<file path="config.mk">
export PLATFORM = sky130hd
export DESIGN_NAME = obi_bus_parity_checksum
export DESIGN_NICKNAME = d
export VERILOG_FILES = /design/src/logic/obipc_pkg.sv /design/src/logic/obipc_chk_if.sv /design/src/logic/obi_bus_parity_checksum.sv /design/src/logic/obipc_port_chk.sv
export VERILOG_INCLUDE_DIRS = /design/src /design/src/logic
export SDC_FILE = /design/constraint.sdc
export NUM_CORES = 1
export LEC_CHECK = 0
export ABC_AREA = 1
export BUFFER_PORTS_ARGS = -buffer_cell sky130_fd_sc_hd__buf_2
export CAP_MARGIN = 20
export CORE_MARGIN = 2
export CORE_UTILIZATION = 50
export DETAILED_ROUTE_END_ITERATION = 16
export MAX_ROUTING_LAYER = met4
export PLACE_DENSITY = 0.76
export SYNTH_ARGS = -nofsm -noshare
export SYNTH_HDL_FRONTEND = slang
export SYNTH_SLANG_ARGS = --single-unit
</file>
<file path="constraint.sdc">
create_clock -name mclk -period 2 [get_ports mclk]
set_clock_uncertainty 0.15 [all_clocks]
set_input_delay 0.1 -clock mclk [delete_from_list [all_inputs] [get_ports mclk]]
set_output_delay 0.1 -clock mclk [all_outputs]
set_load 0.02 [all_outputs]
</file>
<file path="src/logic/obipc_regs.svh">
// Constants for the bus parity and checksum block: widths, bit positions, cause codes.
// Assumes inclusion by bare name; definitions only.
`ifndef OBIPC_REGS_SVH
`define OBIPC_REGS_SVH
`define OBIPC_AW          32
`define OBIPC_DW          32
`define OBIPC_ACHK_W      12
`define OBIPC_RCHK_W      5
`define OBIPC_ACHK_PROT   4
`define OBIPC_ACHK_BE     5
`define OBIPC_ACHK_DBG    6
`define OBIPC_ACHK_ATOP   7
`define OBIPC_ACHK_WD     8
`define OBIPC_RCHK_ERR    4
`define OBIPC_LANES       4
`define OBIPC_IFETCH_BE   4'hF
`define OBIPC_ATOP_ZERO   6'h00
`define OBIPC_WD_ZERO     32'h0000_0000
`define OBIPC_CAUSE_W     11
`define OBIPC_CAUSE_INSTR 11'h019
`define OBIPC_CAUSE_LOAD  11'h402
`define OBIPC_CAUSE_STORE 11'h403
`define OBIPC_PAR_IDLE    2'h3
`define OBIPC_REQPAR_IDLE 1'h1
`endif

</file>
<file path="src/logic/obipc_pkg.sv">
// Types shared by the bus parity and checksum block.
// Assumes obipc_regs.svh is on the include path.
`include "obipc_regs.svh"
package obipc_pkg;
	typedef logic [`OBIPC_CAUSE_W-1:0] obipc_cause_t;
	typedef logic [`OBIPC_ACHK_W-1:0]  obipc_achk_t;
	typedef logic [`OBIPC_RCHK_W-1:0]  obipc_rchk_t;
endpackage : obipc_pkg

</file>
<file path="src/logic/obipc_chk_if.sv">
// Carries one port's checker results between the top and the per-port checker.
// Assumes both ends run on mclk.
`timescale 1ns/1ps
interface obipc_chk_if;
	import obipc_pkg::*;
	obipc_achk_t achk;
	logic        reqPar;
	logic        gntErr;
	logic        rvalidErr;
	logic        rchkErr;
	modport chk (output achk, reqPar, gntErr, rvalidErr, rchkErr);
	modport top (input achk, reqPar, gntErr, rvalidErr, rchkErr);
endinterface : obipc_chk_if

</file>
<file path="src/logic/obi_bus_parity_checksum.sv">
// Top of the bus parity and checksum block for the fetch and data ports.
// Assumes fabric inputs are asynchronous to mclk and pass two flops first.
`timescale 1ns/1ps
`include "obipc_regs.svh"

module obi_bus_parity_checksum (
	// Clock and reset
	input  wire logic                      mclk,
	input  wire logic                      arst_n,
	input  wire logic                      clkEn,
	// Integrity enables
	input  wire logic                      intgGlobal,
	input  wire logic                      iRegionIntg,
	input  wire logic                      dRegionIntg,
	// Fetch request from core
	input  wire logic                      iReq,
	input  wire logic [`OBIPC_AW-1:0]      iAddr,
	input  wire logic [2:0]                iProt,
	input  wire logic [1:0]                iMemType,
	input  wire logic                      iDbg,
	input  wire logic                      iExecute,
	// Fetch response from fabric
	input  wire logic                      iGnt,
	input  wire logic                      iGntPar,
	input  wire logic                      iRvalid,
	input  wire logic                      iRvalidPar,
	input  wire logic [`OBIPC_DW-1:0]      iRdata,
	input  wire logic                      iErr,
	input  wire logic [`OBIPC_RCHK_W-1:0]  iRchk,
	// Data request from core
	input  wire logic                      dReq,
	input  wire logic [`OBIPC_AW-1:0]      dAddr,
	input  wire logic [2:0]                dProt,
	input  wire logic [1:0]                dMemType,
	input  wire logic [3:0]                dBe,
	input  wire logic                      dWe,
	input  wire logic                      dDbg,
	input  wire logic [`OBIPC_DW-1:0]      dWdata,
	input  wire logic                      dRspIsRead,
	// Data response from fabric
	input  wire logic                      dGnt,
	input  wire logic                      dGntPar,
	input  wire logic                      dRvalid,
	input  wire logic                      dRvalidPar,
	input  wire logic [`OBIPC_DW-1:0]      dRdata,
	input  wire logic                      dErr,
	input  wire logic [`OBIPC_RCHK_W-1:0]  dRchk,
	// Request integrity outputs
	output logic                           iReqPar,
	output obipc_pkg::obipc_achk_t         iAchk,
	output logic                           dReqPar,
	output obipc_pkg::obipc_achk_t         dAchk,
	// Alerts, faults and NMIs
	output logic                           alertMajor,
	output logic                           instrFault,
	output logic                           loadNmi,
	output logic                           storeNmi,
	output obipc_pkg::obipc_cause_t        cause
);
	import obipc_pkg::*;

	typedef struct packed {
		logic [1:0]   iGntS;
		logic [1:0]   iGntParS;
		logic [1:0]   iRvS;
		logic [1:0]   iRvParS;
		logic [1:0]   dGntS;
		logic [1:0]   dGntParS;
		logic [1:0]   dRvS;
		logic [1:0]   dRvParS;
		logic [`OBIPC_DW-1:0] iRdS0, iRdS1, dRdS0, dRdS1;
		logic [1:0]   iErrS, dErrS;
		logic [`OBIPC_RCHK_W-1:0] iRchkS0, iRchkS1, dRchkS0, dRchkS1;
		logic         iFetchBad;
		logic         iReqPar;
		obipc_achk_t  iAchk;
		logic         dReqPar;
		obipc_achk_t  dAchk;
		logic         alertMajor;
		logic         instrFault;
		logic         loadNmi;
		logic         storeNmi;
		obipc_cause_t cause;
	} obipc_state_t;

	obipc_state_t st_r;
	obipc_state_t st_nxt;

	// Parity stages reset to the idle fabric level (low strobe, high parity) so that
	// no false grant or valid parity error, and no alert, follows reset.
	localparam obipc_state_t ST_RST = '{
		iGntParS: `OBIPC_PAR_IDLE,
		iRvParS:  `OBIPC_PAR_IDLE,
		dGntParS: `OBIPC_PAR_IDLE,
		dRvParS:  `OBIPC_PAR_IDLE,
		iReqPar:  `OBIPC_REQPAR_IDLE,
		dReqPar:  `OBIPC_REQPAR_IDLE,
		default:  '0
	};

	obipc_chk_if iRes ();
	obipc_chk_if dRes ();

	logic iAnyErr;
	logic dAnyErr;
	logic iRspErr;

	////////////////////////////////////////////////////////////////////////////////
	// Per-port checkers: response inputs from the second synchroniser stage, request inputs straight from the core.

	obipc_port_chk #(.IS_INSTR(1'b1)) u_ichk (
		.req       (iReq),
		.addr      (iAddr),
		.prot      (iProt),
		.memType   (iMemType),
		.be        (`OBIPC_IFETCH_BE),
		.we        (1'b0),
		.dbg       (iDbg),
		.wdata     (`OBIPC_WD_ZERO),
		.gnt       (st_r.iGntS[1]),
		.gntPar    (st_r.iGntParS[1]),
		.rvalid    (st_r.iRvS[1]),
		.rvalidPar (st_r.iRvParS[1]),
		.rdata     (st_r.iRdS1),
		.err       (st_r.iErrS[1]),
		.rchk      (st_r.iRchkS1),
		.rdXfer    (1'b1),
		.chkEn     (intgGlobal && iRegionIntg),
		.res       (iRes.chk)
	);

	obipc_port_chk #(.IS_INSTR(1'b0)) u_dchk (
		.req       (dReq),
		.addr      (dAddr),
		.prot      (dProt),
		.memType   (dMemType),
		.be        (dBe),
		.we        (dWe),
		.dbg       (dDbg),
		.wdata     (dWdata),
		.gnt       (st_r.dGntS[1]),
		.gntPar    (st_r.dGntParS[1]),
		.rvalid    (st_r.dRvS[1]),
		.rvalidPar (st_r.dRvParS[1]),
		.rdata     (st_r.dRdS1),
		.err       (st_r.dErrS[1]),
		.rchk      (st_r.dRchkS1),
		.rdXfer    (dRspIsRead),
		.chkEn     (intgGlobal && dRegionIntg),
		.res       (dRes.chk)
	);

	////////////////////////////////////////////////////////////////////////////////
	// Next state.

	assign iRspErr = iRes.rchkErr || iRes.rvalidErr;
	assign iAnyErr = iRes.gntErr || iRspErr;
	assign dAnyErr = dRes.gntErr || dRes.rvalidErr || dRes.rchkErr;

	always_comb begin
		st_nxt = st_r;
		st_nxt.iGntS    = {st_r.iGntS[0], iGnt};
		st_nxt.iGntParS = {st_r.iGntParS[0], iGntPar};
		st_nxt.iRvS     = {st_r.iRvS[0], iRvalid};
		st_nxt.iRvParS  = {st_r.iRvParS[0], iRvalidPar};
		st_nxt.dGntS    = {st_r.dGntS[0], dGnt};
		st_nxt.dGntParS = {st_r.dGntParS[0], dGntPar};
		st_nxt.dRvS     = {st_r.dRvS[0], dRvalid};
		st_nxt.dRvParS  = {st_r.dRvParS[0], dRvalidPar};
		st_nxt.iRdS0    = iRdata;
		st_nxt.iRdS1    = st_r.iRdS0;
		st_nxt.dRdS0    = dRdata;
		st_nxt.dRdS1    = st_r.dRdS0;
		st_nxt.iErrS    = {st_r.iErrS[0], iErr};
		st_nxt.dErrS    = {st_r.dErrS[0], dErr};
		st_nxt.iRchkS0  = iRchk;
		st_nxt.iRchkS1  = st_r.iRchkS0;
		st_nxt.dRchkS0  = dRchk;
		st_nxt.dRchkS1  = st_r.dRchkS0;
		st_nxt.iReqPar  = iRes.reqPar;
		st_nxt.iAchk    = iRes.achk;
		st_nxt.dReqPar  = dRes.reqPar;
		st_nxt.dAchk    = dRes.achk;
		st_nxt.instrFault = 1'b0;
		st_nxt.loadNmi    = 1'b0;
		st_nxt.storeNmi   = 1'b0;
		st_nxt.alertMajor = iAnyErr || dAnyErr;
		if (iExecute && st_r.iFetchBad) begin
			st_nxt.instrFault = 1'b1;
			st_nxt.alertMajor = 1'b1;
			st_nxt.cause      = `OBIPC_CAUSE_INSTR;
			st_nxt.iFetchBad  = 1'b0;
		end
		// A bad fetch response is remembered until that word is executed; a new
		// good response replaces it, so only the executed word can fault.
		// The store follows the clear so that a response landing as the old word
		// executes is kept rather than wiped.
		if (st_r.iRvS[1]) begin
			st_nxt.iFetchBad = iRspErr;
		end
		// A data NMI in the same cycle as a fetch fault takes the cause code;
		// the fetch fault is still flagged on its own output.
		if (st_r.dRvS[1] && (dRes.rchkErr || dRes.rvalidErr)) begin
			if (dRspIsRead) begin
				st_nxt.loadNmi = 1'b1;
				st_nxt.cause   = `OBIPC_CAUSE_LOAD;
			end else begin
				st_nxt.storeNmi = 1'b1;
				st_nxt.cause    = `OBIPC_CAUSE_STORE;
			end
		end
	end

	always_ff @(posedge mclk or negedge arst_n) begin
		if (!arst_n) begin
			st_r <= ST_RST;
		end else if (clkEn) begin
			st_r <= st_nxt;
		end
	end

	assign iReqPar    = st_r.iReqPar;
	assign iAchk      = st_r.iAchk;
	assign dReqPar    = st_r.dReqPar;
	assign dAchk      = st_r.dAchk;
	assign alertMajor = st_r.alertMajor;
	assign instrFault = st_r.instrFault;
	assign loadNmi    = st_r.loadNmi;
	assign storeNmi   = st_r.storeNmi;
	assign cause      = st_r.cause;
endmodule : obi_bus_parity_checksum

</file>
<file path="src/logic/obipc_port_chk.sv">
// Combinational parity/checksum generator and checker for one bus port.
// Assumes synchronised inputs; results are registered by the parent.
`timescale 1ns/1ps
`include "obipc_regs.svh"
module obipc_port_chk #(
	parameter bit IS_INSTR = 1'b0
) (
	// Request side
	input  wire logic                 req,
	input  wire logic [`OBIPC_AW-1:0] addr,
	input  wire logic [2:0]           prot,
	input  wire logic [1:0]           memType,
	input  wire logic [3:0]           be,
	input  wire logic                 we,
	input  wire logic                 dbg,
	input  wire logic [`OBIPC_DW-1:0] wdata,
	// Response side
	input  wire logic                 gnt,
	input  wire logic                 gntPar,
	input  wire logic                 rvalid,
	input  wire logic                 rvalidPar,
	input  wire logic [`OBIPC_DW-1:0] rdata,
	input  wire logic                 err,
	input  wire logic [`OBIPC_RCHK_W-1:0] rchk,
	input  wire logic                 rdXfer,
	input  wire logic                 chkEn,
	// Results
	obipc_chk_if.chk                  res
);
	import obipc_pkg::*;

	logic [3:0]           beEff;
	logic                 weEff;
	logic [`OBIPC_DW-1:0] wdEff;
	logic [`OBIPC_RCHK_W-1:0] rchkExp;

	always_comb begin
		// Fetch port has fixed word reads with no write data.
		beEff = IS_INSTR ? `OBIPC_IFETCH_BE : be;
		weEff = IS_INSTR ? 1'b0 : we;
		wdEff = IS_INSTR ? `OBIPC_WD_ZERO : wdata;
		res.reqPar = ~req;
		for (int i = 0; i < `OBIPC_LANES; i++) begin
			res.achk[i] = ^addr[8*i +: 8];
			res.achk[`OBIPC_ACHK_WD+i] = ^wdEff[8*i +: 8];
			rchkExp[i] = ^rdata[8*i +: 8];
		end
		res.achk[`OBIPC_ACHK_PROT] = ~^{prot, memType};
		res.achk[`OBIPC_ACHK_BE]   = ~^{beEff, weEff};
		res.achk[`OBIPC_ACHK_DBG]  = ~dbg;
		res.achk[`OBIPC_ACHK_ATOP] = ^`OBIPC_ATOP_ZERO;
		rchkExp[`OBIPC_RCHK_ERR]   = err;
		// Grant and valid parity are always checked.
		res.gntErr    = gntPar == gnt;
		res.rvalidErr = rvalidPar == rvalid;
		res.rchkErr   = rvalid && chkEn &&
			((rchk[`OBIPC_RCHK_ERR] != rchkExp[`OBIPC_RCHK_ERR]) ||
			 (rdXfer && (rchk[3:0] != rchkExp[3:0])));
	end
endmodule : obipc_port_chk

</file>
==> run summary <==
The slew at the pin closest to its max-slew limit is roughly 0.9 ns. The number of inserted filler cells in the final layout is about 1,500. At the later pin of the worst-skew pair, clock insertion delay measures ~0.43 ns. The signal on the critical path passes through nand2_1 > nand2_1 > nand2_1 > nand2_1 > nand2_2 > nand2_1 > nand2_1 > nand2_2 > nor2_2 > nand2_1 > nand2_1 > nand2_1 > nand2_2 > nand2_2 > nand2_2 > nand3_2 > nand2_1.

During I/O placement, the number of pins put on the boundary was 248. In this run the critical register-to-register path is captured at cause[0]. Counting every instance in the synthesized netlist gives 1,137. Counting stages on the worst path, the most repeated cell is nand2_1. Leaving out fill and tap cells, the most frequent cells in the layout are nand2_1, buf_2, dfrtp_1, dlygate4sd3_1, xnor2_1.

Of the available clock period, the critical path in the final layout requires 0.947. The hold violation total from the final report was 0. The maximum buffer depth of the clock tree is 2. Together, buffers and inverters on the worst path number 0. TritonCTS built the clock tree. Counting instances, the worst hold path has a depth of 5. The setup slack of the most critical reg-to-reg path is 0.11 ns.

Yosys printed 0 warnings. Setup repair after global routing could not meet its margin everywhere. The worst path in the final design needs a cycle of roughly 1.9 ns, including I/O delays and setup.

The worst hold-check slack is 0.0252 ns. For this design, the slowest cell found on the critical path is dfrtp_1. The total number of nets in the final design came out at 1,656. The floorplan step defined a core boundary enclosing between 15,000 and 20,000 sq um. The detailed-route wire length is 21.5 mm. STA puts the critical path data arrival time at ~2.1 ns. Once detail routing completed, the nets flagged for antenna violations numbered 0.

The final routed DRC violation total came out at 0. The share of the synthesized area in the top cell type is 0.492. The initial standard-cell utilization of the core is 0.508.

Timing would allow up to 528 MHz. The number of optimization iterations in the first detailed-route pass came out at 4. The deepest level of the CTS H-tree came out at 4. The area of placed instances is 10,700 sq um. The number of antenna diodes in the final layout is 0.

The total of flip-flops plus latches after synthesis came out at 196. The worst setup path is of the flip-flop to flip-flop kind. The worst hold path begins at iAddr[6]. The die outline area came out at 20,000 sq um. Summing over every cut layer, the via total after detailed routing is 7,995. The power after layout is 10.7 mW. The number of DRC violations after detailed-routing iteration 0 came out at between 400 and 500. Dividing the detail-routed wire length by the instance count gives 12.6 microns. The path with the worst hold slack has its endpoint at iAchk[0].

In this run the worst hold path is classified as primary input to flip-flop. The nature of the critical path startpoint is a flip-flop. The synthesized area per cell came out at 8.32 sq um. By area the synthesized netlist is led by dfrtp_1, nand2_1, xnor2_1. The area overhead of the layout relative to synthesis is 32.4%. The number of pins with negative max-slew slack in the final report came out at 0. In this run the tool buffered the top-level ports with 235 buffer cells. The number of rows created at floorplan came out at 50. At the end of the flow the core is filled with cells to 0.672.

STA puts the critical path data required time at 2.21 ns. The global-route wire length before repair is 36.0 mm. The final number of setup-violating endpoints is 0.

The most common library cell in the layout ignoring fill and taps is nand2_1. Measured along the y axis, the die boundary spans 142 microns. The total overflow left after global routing is 0. The share of the Yosys chip area taken by registers is 0.519.

The power per standard cell area is 854 nW/um^2. The summed instance area of the synthesized netlist is 9470 sq um. The global-route usage over all layers is 0.230.

The share of layout cells above drive strength 1 is 0.224. The clock drives 196 sinks. The initial antenna violation count is 0. The largest vdd supply drop is 576 uV. In this run, distinct cell masters in the synthesized netlist total 28.

The max-cap check violation count is 0. STA classifies the critical path endpoint as a flip-flop. The post-detailed-placement half-perimeter wirelength came out at 13.8 mm. The clock transition time at the flip-flop clock pins of the worst setup and hold paths is 0.08 ns. The post-synthesis cell type with the largest combined area is dfrtp_1. Using the TritonRoute via totals, the vias-per-cell ratio works out to 4.71. The total CTS buffers came out at 17. The maximum fanout encountered on the critical timing path is 3.

The largest stage delay on the critical path is 0.39 ns. The leakage power figure is 6.57 nW. The run finished with clean final reports. Setup slack on the critical path of the routed design comes to 0.106 ns. The largest net degree at the start of global routing came out at 94. The final cell area excluding filler cells is 12,500 sq um. The normalized max-slew margin came out at 0.415.

The family of cells with the greatest summed delay on the critical path is simple AND/OR/NAND/NOR gates. The x dimension of the die is 142 microns. The congestion estimate from routability-driven global placement came to between 0.7 and 0.8.

The via count of the first global-routing pass came out at slightly below 8,000. The buffer cell driving the clock tree root is clkbuf_16. The depth of the most critical reg-to-reg path is 17. The post-placement worst setup slack came out at 0.141 ns.

The startpoint identified for the worst register-to-register timing path is st_r[67].
## flip-flops by register name, summed over array words and instances, names as in the netlist
| name | count |
|---|---|
| alertMajor | 1 |
| dReqPar | 1 |
| storeNmi | 1 |
| st_r | 85 |
| instrFault | 1 |
| dAchk | 11 |
| iReqPar | 1 |
| cause | 3 |
| st_nxt | 84 |
| loadNmi | 1 |
| iAchk | 7 |
## layout make-up
class	instances	area, sq um	area share
clock buffers	18	429	0.0342
clock inverters	14	149	0.0119
inverters	54	208	0.0166
multi-input cells	821	4060	0.324
flip-flops and latches	196	4920	0.392
well taps	234	293	0.0234
repair buffers	359	2480	0.198
## synth_stat cells (all sizes together)
cell / instances
dfrtp: 186
o22ai: 1
clkbuf: 35
xor2: 48
buf: 42
conb: 1
o2111a: 1
nor2: 8
nand3b: 5
nand2: 564
o21a: 1
xnor2: 89
dfstp: 10
inv: 54
or2: 1
nand3: 18
a21oi: 3
o21ai: 70
## where the power goes
group / internal (mW) / switching, mW
clock network: 1.76 / 1.58
registers: 4.46 / 0.308
logic: 1.16 / 1.44
## per-stage QoR
| stage | cells | setup TNS, ns |
|---|---|---|
| 2_1_floorplan | 1148 | 0 |
| 5_1_grt | 1696 | -0.289 |
| 4_1_cts | 1695 | 0 |
| 6_report | 1696 | 0 |
| 3_5_place_dp | 1551 | 0 |
| 3_3_place_gp | 1551 | 0 |
## worst max path at each step
stage / from / to / slack [ns] / depth (start not counted)
after floorplan: st_r[151] / alertMajor / 0.38 / 11
after global placement: st_r[131] / alertMajor / 0.19 / 11
after detailed placement: st_r[145] / alertMajor / 0.14 / 12
after CTS: st_r[69] / cause[0] / 0.09 / 15
after global routing: st_r[72] / cause[0] / -0.08 / 17
final: st_r[67] / cause[0] / 0.11 / 17
## tightest hold or removal path, cell delays in order
cell     delay [ns]
buf_2          0.08
xnor2_1        0.06
xnor2_1        0.13
xnor2_1        0.12
o21ai_0        0.06
## cell families (layout without fill, tap and decap cells)
logic type / count (synthesis) / in the layout / synth area share
AO/OA/AOI/OAI: 76 / 76 / 0.0416
buffers and inverters: 131 / 445 / 0.0668
flip-flops: 196 / 196 / 0.519
AND/OR/NAND/NOR: 596 / 596 / 0.244
other: 1 / 12 / 0.000396
XOR/XNOR: 137 / 137 / 0.128
## timing repair
item,in CTS,in global routing
setup endpoints to repair,0,7
endpoints found under the hold margin,302,0
gates resized for setup,0,27
setup buffers,0,1
hold buffers,112,0
## routing by layer
metal  vias up  GRT usage  routed length, microns
met1      3726      0.286                    9500
met5         -          -                       0
li1       4037          -                       -
met4         0     0.0795                     427
met2       193      0.379                   10800
met3        39     0.0442                     751
Power figures use the tool's default switching activity.
